`src/core/mdrv_regs_pkg.sv`:
```
package mdrv_regs_pkg;

  // Register word addresses
  localparam logic [7:0]  ADDR_IDENT        = 8'h08;
  localparam logic [7:0]  ADDR_UNUSED_FIRST = 8'h09;
  localparam logic [7:0]  ADDR_UNUSED_LAST  = 8'h2F;
  localparam logic [7:0]  ADDR_SPEED        = 8'h30;
  localparam logic [7:0]  ADDR_KEY          = 8'h31;
  localparam logic [7:0]  ADDR_NVM_STATUS   = 8'h32;

  // Field positions
  localparam int          SEL_BIT           = 15;
  localparam int          SPEED_MSB         = 8;
  localparam int          RSVD_MSB          = 14;
  localparam int          RSVD_LSB          = 9;
  localparam int          READY_BIT         = 0;

  // Reset values
  localparam logic [15:0] SPEED_RESET       = 16'h0000;
  localparam logic [15:0] KEY_RESET         = 16'h0000;

  // Customer space guarded by the unlock key
  localparam logic [15:0] NVM_UNLOCK_KEY    = 16'hC0DE;
  localparam logic [7:0]  NVM_CUST_FIRST    = 8'h90;
  localparam logic [7:0]  NVM_CUST_LAST     = 8'h96;

  // Serial framing
  localparam logic [3:0]  BITS_PER_BYTE     = 4'h8;

  typedef enum logic [3:0] {
    ST_IDLE,
    ST_ADDR,
    ST_ACK_ADDR,
    ST_REG,
    ST_ACK_REG,
    ST_WDATA,
    ST_ACK_WDATA,
    ST_RDATA,
    ST_RACK
  } link_state_t;

endpackage : mdrv_regs_pkg

```
`src/core/mdrv_host_regs.sv`:
```
`timescale 1ns/1ps

module mdrv_host_regs
  import mdrv_regs_pkg::*;
#(
  parameter logic [6:0] DEVICE_ADDR           = 7'h52,
  // Arbitrary identity values
  parameter logic [7:0] DIE_IDENTIFIER        = 8'hA5,
  parameter logic [7:0] SILICON_REVISION_CODE = 8'h03
) (
  input  wire logic       CLOCK,
  input  wire logic       RESETN,
  input  wire logic       SCL_IN,
  input  wire logic       SDA_IN,
  output logic            SDA_OUT,
  output logic            SDA_OE,
  input  wire logic [8:0] PIN_SPEED,
  input  wire logic       NVM_READY_FLAG,
  output logic            SPEED_SOURCE_SELECT,
  output logic [8:0]      SPEED_COMMAND,
  output logic            NVM_CUSTOMER_UNLOCKED
);

  // ****************************************
  // Pin synchronisers
  // ****************************************
  logic       scl_m_q, scl_s_q, scl_p_q;
  logic       sda_m_q, sda_s_q, sda_p_q;
  logic       scl_rise, scl_fall, start_cond, stop_cond;

  always_ff @(posedge CLOCK or negedge RESETN) begin
    if (!RESETN) begin
      scl_m_q <= 1'b1;
      scl_s_q <= 1'b1;
      scl_p_q <= 1'b1;
      sda_m_q <= 1'b1;
      sda_s_q <= 1'b1;
      sda_p_q <= 1'b1;
    end else begin
      scl_m_q <= SCL_IN;
      scl_s_q <= scl_m_q;
      scl_p_q <= scl_s_q;
      sda_m_q <= SDA_IN;
      sda_s_q <= sda_m_q;
      sda_p_q <= sda_s_q;
    end
  end

  assign scl_rise   = scl_s_q & ~scl_p_q;
  assign scl_fall   = ~scl_s_q & scl_p_q;
  assign start_cond = scl_s_q & scl_p_q & sda_p_q & ~sda_s_q;
  assign stop_cond  = scl_s_q & scl_p_q & ~sda_p_q & sda_s_q;

  // ****************************************
  // Register file
  // ****************************************
  logic        sel_q, sel_d;
  logic [8:0]  speed_q, speed_d;
  logic [15:0] key_q, key_d;
  logic        unlocked_q, unlocked_d;
  logic [8:0]  cmd_q, cmd_d;
  logic        ready_q, ready_d;
  logic        wr_en;
  logic [7:0]  ptr_q, ptr_d;
  logic [7:0]  whi_q, whi_d;
  logic [7:0]  shift_q, shift_d;
  logic [15:0] word_cur, word_next;

  function automatic logic [15:0] read_word(input logic [7:0] addr);
    logic [15:0] w;
    w = 16'h0000;
    case (addr)
      ADDR_IDENT:      w = {DIE_IDENTIFIER, SILICON_REVISION_CODE};
      ADDR_SPEED:      w = {sel_q, 6'h00, speed_q};
      ADDR_KEY:        w = key_q;
      ADDR_NVM_STATUS: w = {15'h0000, ready_q};
      default:         w = 16'h0000;
    endcase
    return w;
  endfunction : read_word

  // A process, so that a register change alone also refreshes the read path
  always_comb begin
    word_cur  = read_word(ptr_q);
    word_next = read_word(ptr_q + 8'h01);
  end

  always_comb begin
    sel_d    = sel_q;
    speed_d  = speed_q;
    key_d    = key_q;
    ready_d  = NVM_READY_FLAG;
    if (wr_en) begin
      case (ptr_q)
        ADDR_SPEED: begin
          sel_d   = whi_q[SEL_BIT - 8];
          speed_d = {whi_q[SPEED_MSB - 8], shift_q};
        end
        ADDR_KEY: key_d = {whi_q, shift_q};
        default: ;
      endcase
    end
    unlocked_d = (key_d == NVM_UNLOCK_KEY);
    cmd_d = sel_d ? speed_d : PIN_SPEED;
  end

  always_ff @(posedge CLOCK or negedge RESETN) begin
    if (!RESETN) begin
      sel_q      <= SPEED_RESET[SEL_BIT];
      speed_q    <= SPEED_RESET[SPEED_MSB:0];
      key_q      <= KEY_RESET;
      unlocked_q <= 1'b0;
      cmd_q      <= 9'h000;
      ready_q    <= 1'b0;
    end else begin
      sel_q      <= sel_d;
      speed_q    <= speed_d;
      key_q      <= key_d;
      unlocked_q <= unlocked_d;
      cmd_q      <= cmd_d;
      ready_q    <= ready_d;
    end
  end

  // ****************************************
  // Serial link engine
  // ****************************************
  link_state_t state_q, state_d;
  logic [3:0]  cnt_q, cnt_d;
  logic [7:0]  tx_q, tx_d;
  logic        rw_q, rw_d;
  logic        hi_q, hi_d;
  logic        oe_q, oe_d;
  logic        sda_out_q;

  always_comb begin
    state_d = state_q;
    cnt_d   = cnt_q;
    shift_d = shift_q;
    tx_d    = tx_q;
    rw_d    = rw_q;
    hi_d    = hi_q;
    oe_d    = oe_q;
    ptr_d   = ptr_q;
    whi_d   = whi_q;
    wr_en   = 1'b0;
    if (start_cond) begin
      // Repeated start keeps the pointer for a following read
      state_d = ST_ADDR;
      cnt_d   = 4'h0;
      oe_d    = 1'b0;
    end else if (stop_cond) begin
      state_d = ST_IDLE;
      oe_d    = 1'b0;
    end else if (scl_rise) begin
      case (state_q)
        ST_ADDR, ST_REG, ST_WDATA: begin
          shift_d = {shift_q[6:0], sda_s_q};
          cnt_d   = cnt_q + 4'h1;
        end
        ST_RDATA: begin
          tx_d  = {tx_q[6:0], 1'b0};
          cnt_d = cnt_q + 4'h1;
        end
        ST_RACK: begin
          if (sda_s_q) begin
            // Master NACK ends the read burst
            state_d = ST_IDLE;
          end else begin
            state_d = ST_RDATA;
            cnt_d   = 4'h0;
            if (!hi_q) begin
              tx_d = word_cur[7:0];
              hi_d = 1'b1;
            end else begin
              tx_d  = word_next[15:8];
              ptr_d = ptr_q + 8'h01;
              hi_d  = 1'b0;
            end
          end
        end
        default: ;
      endcase
    end else if (scl_fall) begin
      case (state_q)
        ST_ADDR: begin
          if (cnt_q == BITS_PER_BYTE) begin
            if (shift_q[7:1] == DEVICE_ADDR) begin
              state_d = ST_ACK_ADDR;
              rw_d    = shift_q[0];
              oe_d    = 1'b1;
            end else begin
              state_d = ST_IDLE;
            end
          end
        end
        ST_ACK_ADDR: begin
          cnt_d = 4'h0;
          if (rw_q) begin
            state_d = ST_RDATA;
            tx_d    = word_cur[15:8];
            hi_d    = 1'b0;
            oe_d    = ~word_cur[15];
          end else begin
            state_d = ST_REG;
            oe_d    = 1'b0;
          end
        end
        ST_REG: begin
          if (cnt_q == BITS_PER_BYTE) begin
            ptr_d   = shift_q;
            state_d = ST_ACK_REG;
            oe_d    = 1'b1;
          end
        end
        ST_ACK_REG, ST_ACK_WDATA: begin
          if (state_q == ST_ACK_REG) begin
            hi_d = 1'b0;
          end
          state_d = ST_WDATA;
          cnt_d   = 4'h0;
          oe_d    = 1'b0;
        end
        ST_WDATA: begin
          if (cnt_q == BITS_PER_BYTE) begin
            state_d = ST_ACK_WDATA;
            oe_d    = 1'b1;
            hi_d    = ~hi_q;
            if (!hi_q) begin
              whi_d = shift_q;
            end else begin
              // Word commits on its low byte
              wr_en = 1'b1;
              ptr_d = ptr_q + 8'h01;
            end
          end
        end
        ST_RDATA: begin
          if (cnt_q == BITS_PER_BYTE) begin
            state_d = ST_RACK;
            oe_d    = 1'b0;
          end else begin
            oe_d = ~tx_q[7];
          end
        end
        default: ;
      endcase
    end
  end

  always_ff @(posedge CLOCK or negedge RESETN) begin
    if (!RESETN) begin
      state_q   <= ST_IDLE;
      cnt_q     <= 4'h0;
      shift_q   <= 8'h00;
      tx_q      <= 8'h00;
      rw_q      <= 1'b0;
      hi_q      <= 1'b0;
      oe_q      <= 1'b0;
      ptr_q     <= 8'h00;
      whi_q     <= 8'h00;
      sda_out_q <= 1'b0;
    end else begin
      state_q   <= state_d;
      cnt_q     <= cnt_d;
      shift_q   <= shift_d;
      tx_q      <= tx_d;
      rw_q      <= rw_d;
      hi_q      <= hi_d;
      oe_q      <= oe_d;
      ptr_q     <= ptr_d;
      whi_q     <= whi_d;
      // Open drain: only ever pulls low
      sda_out_q <= 1'b0;
    end
  end

  assign SDA_OUT               = sda_out_q;
  assign SDA_OE                = oe_q;
  assign SPEED_SOURCE_SELECT   = sel_q;
  assign SPEED_COMMAND         = cmd_q;
  assign NVM_CUSTOMER_UNLOCKED = unlocked_q;

endmodule : mdrv_host_regs

```
`config.mk`:
```
export PLATFORM = sky130hd
export DESIGN_NAME = mdrv_host_regs
export DESIGN_NICKNAME = d
export VERILOG_FILES = /design/src/core/mdrv_regs_pkg.sv /design/src/core/mdrv_host_regs.sv
export SDC_FILE = /design/constraint.sdc
export NUM_CORES = 1
export LEC_CHECK = 0
export BUFFER_PORTS_ARGS = -buffer_cell sky130_fd_sc_hd__buf_4
export CORE_MARGIN = 1
export CORE_UTILIZATION = 59
export CTS_CLUSTER_DIAMETER = 80
export DETAILED_ROUTE_END_ITERATION = 10
export PLACE_DENSITY = 0.8
export RECOVER_POWER = 100
export SLEW_MARGIN = 20
export SYNTH_ARGS = -nofsm -noshare
export SYNTH_HDL_FRONTEND = slang
export SYNTH_SLANG_ARGS = --single-unit
```
`constraint.sdc`:
```
create_clock -name CLOCK -period 3 [get_ports CLOCK]
set_clock_uncertainty 0.1 [all_clocks]
set_input_delay 0.45 -clock CLOCK [delete_from_list [all_inputs] [get_ports CLOCK]]
set_output_delay 0.45 -clock CLOCK [all_outputs]
set_load 0.02 [all_outputs]
```
== Word-level counts from Yosys, hierarchy flattened ==
Index checks and enable logic that the tools add are counted.

* Latch bits: 0
* Register bits after elaboration: 86
* ROM bits: 0
* Memories kept: 0
* Bits of input ports: 14
* Logic and storage cells: 174
* RAM bits: 0

* Shift-type cells: 0
* Reduce and logical (&&, ||, !) cells: 25
* Multiplexer cells: 70
* Multiply operators: 0
* Add/sub/neg operators: 2
* Bitwise operators: 17
* Div/mod/pow operators: 0
* Equality and inequality tests: 39
* $lt $le $gt $ge: 0

{| class="wikitable"
|+ Operator list
! operator !! count
|-
| $pmux 16 s4 || 2
|-
| $mux 8 || 13
|-
| $mux 4 || 15
|-
| $eq 8x6->1 const B || 6
|-
| $mux 16 || 2
|-
| $pmux 8 s2 || 2
|-
| $reduce_and 7->1 || 4
|-
| $mux 9 || 3
|-
| $mux 1 || 26
|-
| $pmux 4 s6 || 1
|-
| $ne 5x5->1 const B || 4
|-
| $eq 16x16->1 const B || 1
|-
| $eq 4x3->1 const B || 4
|-
| $eq 8x4->1 const B || 2
|-
| $ne 3x3->1 const B || 5
|-
| $ne 4x4->1 const B || 3
|-
| $reduce_bool 3->1 || 4
|-
| $not 1->1 || 10
|-
| $reduce_and 9->1 || 1
|-
| $reduce_bool 9->1 || 1
|-
| $add 8x1->8 const B || 1
|-
| $eq 4x2->1 const B || 2
|-
| $eq 4x4->1 const B || 2
|-
| $ne 4x1->1 const B || 2
|-
| 23 further kinds || 37
|}

== Longest topological paths before layout ==
* Word-level depth: 9
* Mapped depth: 10

== Worst setup path before layout ==
Ideal clock, no wire load.

* Path type: reg2reg
* Start: register sda_s_q
* End: register cmd_q[0], in the netlist SPEED_COMMAND[0]
* Library setup time: 0.123 ns
* Data arrival time: 2.381 ns
* Slack: 0.396 ns
* Cell stages (with the launch flop): 10
* Path buffers: 3
* Period minus slack after synthesis: 2.604 ns
* Cells stage by stage: dfstp_2 -> clkbuf_1 -> xor2_1 -> a2111oi_4 -> nand4_4 -> and2_4 -> buf_6 -> nand2b_4 -> buf_6 -> o221a_1

* Word-level cells in the longest chain between the ends: 5
* Elaborated cells between the ends (all ways): 8

{| class="wikitable"
|+ Ends and longest elaborated chain
! element !! line !! RTL
|-
| start: declaration || mdrv_host_regs.sv:28 || <nowiki>logic sda_m_q, sda_s_q, sda_p_q;</nowiki>
|-
| start signal: assignment || mdrv_host_regs.sv:44 || <nowiki>sda_s_q <= sda_m_q;</nowiki>
|-
| $and 1x1->1 / $not 1->1 (equally long branches) || mdrv_host_regs.sv:52, mdrv_host_regs.sv:51 ||
|-
| $mux 1 / $and 1x1->1 (equally long branches) || mdrv_host_regs.sv:152, mdrv_host_regs.sv:51 ||
|-
| $mux 1 * || mdrv_host_regs.sv:147 || <nowiki>if (start_cond) begin</nowiki>
|-
| $mux 1 * || mdrv_host_regs.sv:93 || <nowiki>if (wr_en) begin</nowiki>
|-
| via sel_d || mdrv_host_regs.sv:57 || <nowiki>logic sel_q, sel_d;</nowiki>
|-
| $mux 9 * || mdrv_host_regs.sv:104 || <nowiki>cmd_d = sel_d ? speed_d : PIN_SPEED;</nowiki>
|-
| via cmd_d[0] || mdrv_host_regs.sv:61 || <nowiki>logic [8:0] cmd_q, cmd_d;</nowiki>
|-
| end signal: assignment || mdrv_host_regs.sv:120 || <nowiki>cmd_q <= cmd_d;</nowiki>
|-
| end: declaration || mdrv_host_regs.sv:61 ||
|}

Mark *: on every way through the listed nets, which the timed path passes. The rest lies on a longest branch.
A chain may end at the register's enable or synchronous reset.

== Worst setup path after layout ==
* Start: register scl_s_q
* End: register cnt_q[3]

* Word-level cells in the longest chain between the ends: 5
* Elaborated cells between the ends (all ways): 17

{| class="wikitable"
|+ Ends and longest elaborated chain
! element !! line !! RTL
|-
| start: declaration || mdrv_host_regs.sv:27 || <nowiki>logic scl_m_q, scl_s_q, scl_p_q;</nowiki>
|-
| start signal: assignment || mdrv_host_regs.sv:41 || <nowiki>scl_s_q <= scl_m_q;</nowiki>
|-
| $and 1x1->1 || mdrv_host_regs.sv:51, mdrv_host_regs.sv:52 ||
|-
| $and 1x1->1, on equally long branches (2 in a row) || mdrv_host_regs.sv:51, mdrv_host_regs.sv:52 ||
|-
| $ne 4x4->1 (no line), or another cell as far along || - ||
|-
| $reduce_and 5->1 (no line) || - ||
|-
| end signal: assignment || mdrv_host_regs.sv:265 || <nowiki>cnt_q <= cnt_d;</nowiki>
|-
| end: declaration || mdrv_host_regs.sv:129 || <nowiki>logic [3:0] cnt_q, cnt_d;</nowiki>
|}

Several ways; a longest one is shown, not always the timed one. The select of a mux whose other input is x is not followed.

==> results.py <==
metrics = {
    "run_status": {
        "status": "finished with violations",
        "violations": "capacitance limit, slew limit",
    },
    "sta": {
        "fmax_mhz": 363.7,
        "setup_tns_ps": 0,
        "rsz0062_at_grt": "no",
        "slew_viol_final": 85,
        "fin_crit_sh_pct": 91.65,
        "worst_pin_slew_ps": 2011,
        "hold_viol": 0,
        "relSlewSlack_pct": -34.04,
        "setup_viol": 0,
        "min_period_ps": 2749,
    },
    "cts": {
        "cts_tree": "built",
        "cts_resized": 0,
        "clk_pin_slew_ps": 90,
        "cts_hold_buffers": 0,
        "worstSkewPairLatency_ps": 360,
        "cts.path.max_buffers": 2,
        "root_buffer": "clkbuf_8",
        "cts.sinks": 86,
        "cts_setup_buffers": 0,
        "cts_buffers": 9,
        "cts_max_level": 3,
    },
    "routing": {
        "drc": 0,
        "routed_wl_mm": 11.92,
        "drt_iter0_drc": 333,
        "ant_nets": 0,
        "dr.pass1.iters": 6,
        "avgViaCountPerCell": 6.726,
        "wire_per_inst_um": 20.03,
        "via_count": 4002,
    },
    "global_routing": {
        "grt_pass1_wl_mm": 19.73,
        "grt_usage_pct": 30.04,
        "antenna_found_initial": 0,
        "grt_pass1_vias": 3863,
        "overflow": 0,
        "grt_max_degree": 85,
    },
    "cells_and_area": {
        "syn_to_final_growth_pct": 9.063,
        "diodes": 0,
        "drive_gt1_share_pct": 21.91,
        "n_fill_cell": 613,
        "layout.nets": 513,
    },
    "placement": {
        "numPortBuffers": 25,
        "place_congestion": 0.9686,
        "hpwlAfterDp_mm": 8.325,
    },
    "synthesis": {
        "yosys_warnings": 0,
        "synth-main-ff-cell": "dfrtp_1",
        "syn-cell-area_um2": 4860,
        "synth_cell_types": 77,
        "syn-mean-instance-area_um2": 10.36,
        "yosysMostFrequentCell": "dfrtp_1",
        "synth.top_cell.area_share_pct": 41.19,
        "yosysTopAreaCell": "dfrtp_1",
        "yosys-top-cells-count": "80 x dfrtp_1, 44 x mux2_2, 28 x nand2_1",
        "synth_edf_count": 0,
        "synth_top_cells_by_area": "dfrtp_1 41%, mux2_2 10%, dfstp_2 3.2%",
        "ys_seq_area_share_pct": 44.44,
        "synthCells": 469,
        "syn_nets": 493,
        "ys_ff_latch": 86,
        "async_flop_share_pct": 100.0,
    },
    "power_and_ir_drop": {
        "peakVddDrop_mv": 0.4032,
        "fin_total_pwr_mw": 3.382,
        "power_density_nw_per_um2": 638.2,
        "power_leakage_nw": 2.265,
    },
    "floorplan": {
        "start_util_pct": 61.93,
        "chipWidth_um": 92.76,
        "rows": 32,
        "ios": 27,
        "die-height_um": 92.76,
        "die_area_um2": 8603,
        "coreArea_um2": 7848,
    },
    "job": {
        "maxCapViolations": 1,
    },
    "setup_path": {
        "end_kind": "flop",
        "start_kind": "flop",
        "r2r_slack_ps": 250,
        "crit_type": "flop to flop",
        "cp.required_ps": 3150,
        "cp_max_fo": 28,
        "arrival_ps": 2900,
    },
    "hold_path": {
        "hold_class": "input pin to flop",
    },
}
[metrics by stage]
step	instances	hold slack (ps)	setup WS [ps]	util [%]	cell area (µm²)
finish	595	104.5	250.6	67.54	5300
global route	595	89.09	109.4	67.54	5300
CTS	595	91.11	391.8	68.30	5360
detailed placement	580	249.0	407.3	65.63	5150
global placement	580	245.8	500.5	65.63	5150
floorplan	469	54.41	396.2	-	4860
[path summary, 6_finish.rpt]
check | from | endpoint | depth (start not counted)
worst max register to register | scl_s_q$_DFF_PN1_ | cnt_q[3]$_DFFE_PN0P_ | 7
worst min-delay path | SCL_IN | scl_m_q$_DFF_PN1_ | 1
worst max-delay path | scl_s_q$_DFF_PN1_ | cnt_q[3]$_DFFE_PN0P_ | 7
min in group asynchronous | RESETN | state_q[2]$_DFFE_PN0P_ | 1
max in group asynchronous | RESETN | key_q[11]$_DFF_PN0_ | 1
worst min register to register | scl_m_q$_DFF_PN1_ | scl_s_q$_DFF_PN1_ | 0
[cell type report]
| class | count | area, µm² | share of cell area (%) |
|---|---|---|---|
| Sequential cell | 86 | 2160 | 40.75 |
| Multi-Input combinational cell | 337 | 2491 | 47.00 |
| Timing Repair Buffer | 44 | 270.3 | 5.099 |
| Clock inverter | 5 | 82.58 | 1.558 |
| Tap cell | 102 | 127.6 | 2.408 |
| Inverter | 11 | 41.29 | 0.7790 |
| Clock buffer | 10 | 127.6 | 2.408 |
[kinds of logic (layout without fill, tap and decap cells)]
| logic type | count (synthesis) | in the layout | synth area share (%) |
|---|---|---|---|
| and+or+nand+nor | 145 | 145 | 17.59 |
| AOI/OAI and AO/OA | 133 | 133 | 19.95 |
| DFF | 86 | 86 | 44.44 |
| buffers and inverters | 46 | 70 | 4.428 |
| muxes | 45 | 45 | 10.40 |
| adders and majority gates | 10 | 10 | 2.575 |
| xor gates and xnor gates | 3 | 3 | 0.5408 |
| other | 1 | 1 | 0.07717 |
[routing by layer]
metal / routed length (µm) / up-vias / GRT usage, %
met4: 428 / 0 / 12.95
li1: - / 1809 / -
met2: 5499 / 197 / 46.36
met1: 5120 / 1956 / 41.59
met3: 870 / 40 / 5.501
met5: 0 / - / 0
[state kept, by name (all words and copies together) (netlist names), 4 cells and up]
register / count
SPEED_COMMAND: 9
cnt_q: 4
key_q: 16
ptr_q: 8
shift_q: 8
speed_q: 9
state_q: 4
tx_q: 8
whi_q: 8
[layout by cell type (no fill, tap or decap), types with 7 or more instances in the layout]
| master | synthesis | final |
|---|---|---|
| a21oi_1 | 22 | 22 |
| a22oi_1 | 11 | 11 |
| a31oi_1 | 7 | 7 |
| and3_1 | 8 | 8 |
| buf_4 | 1 | 23 |
| clkbuf_1 | 26 | 15 |
| clkbuf_8 | 0 | 9 |
| dfrtp_1 | 80 | 80 |
| ha_1 | 10 | 10 |
| inv_1 | 11 | 11 |
| mux2_2 | 44 | 43 |
| nand2_1 | 28 | 28 |
| nand3_1 | 18 | 18 |
| nor2_1 | 24 | 24 |
| nor3_1 | 12 | 12 |
| o21ai_0 | 26 | 28 |
| o221a_1 | 9 | 9 |
| or2b_1 | 9 | 9 |
[where the power goes]
| group | internal (mW) | switching (mW) | total (mW) |
|---|---|---|---|
| clock | 0.468 | 0.413 | 0.881 |
| combinational | 0.389 | 0.545 | 0.934 |
| sequential | 1.31 | 0.254 | 1.57 |
| total | 2.17 | 1.21 | 3.38 |
[critical path, cell delays in order (launching register included)]
cell	delay (ps)
dfstp_1	590
ha_1	420
clkbuf_2	510
a21oi_1	120
o21ai_0	200
o211a_1	300
o21ai_0	130
mux2_2	270
No activity file was read; power rests on OpenSTA's default activity.
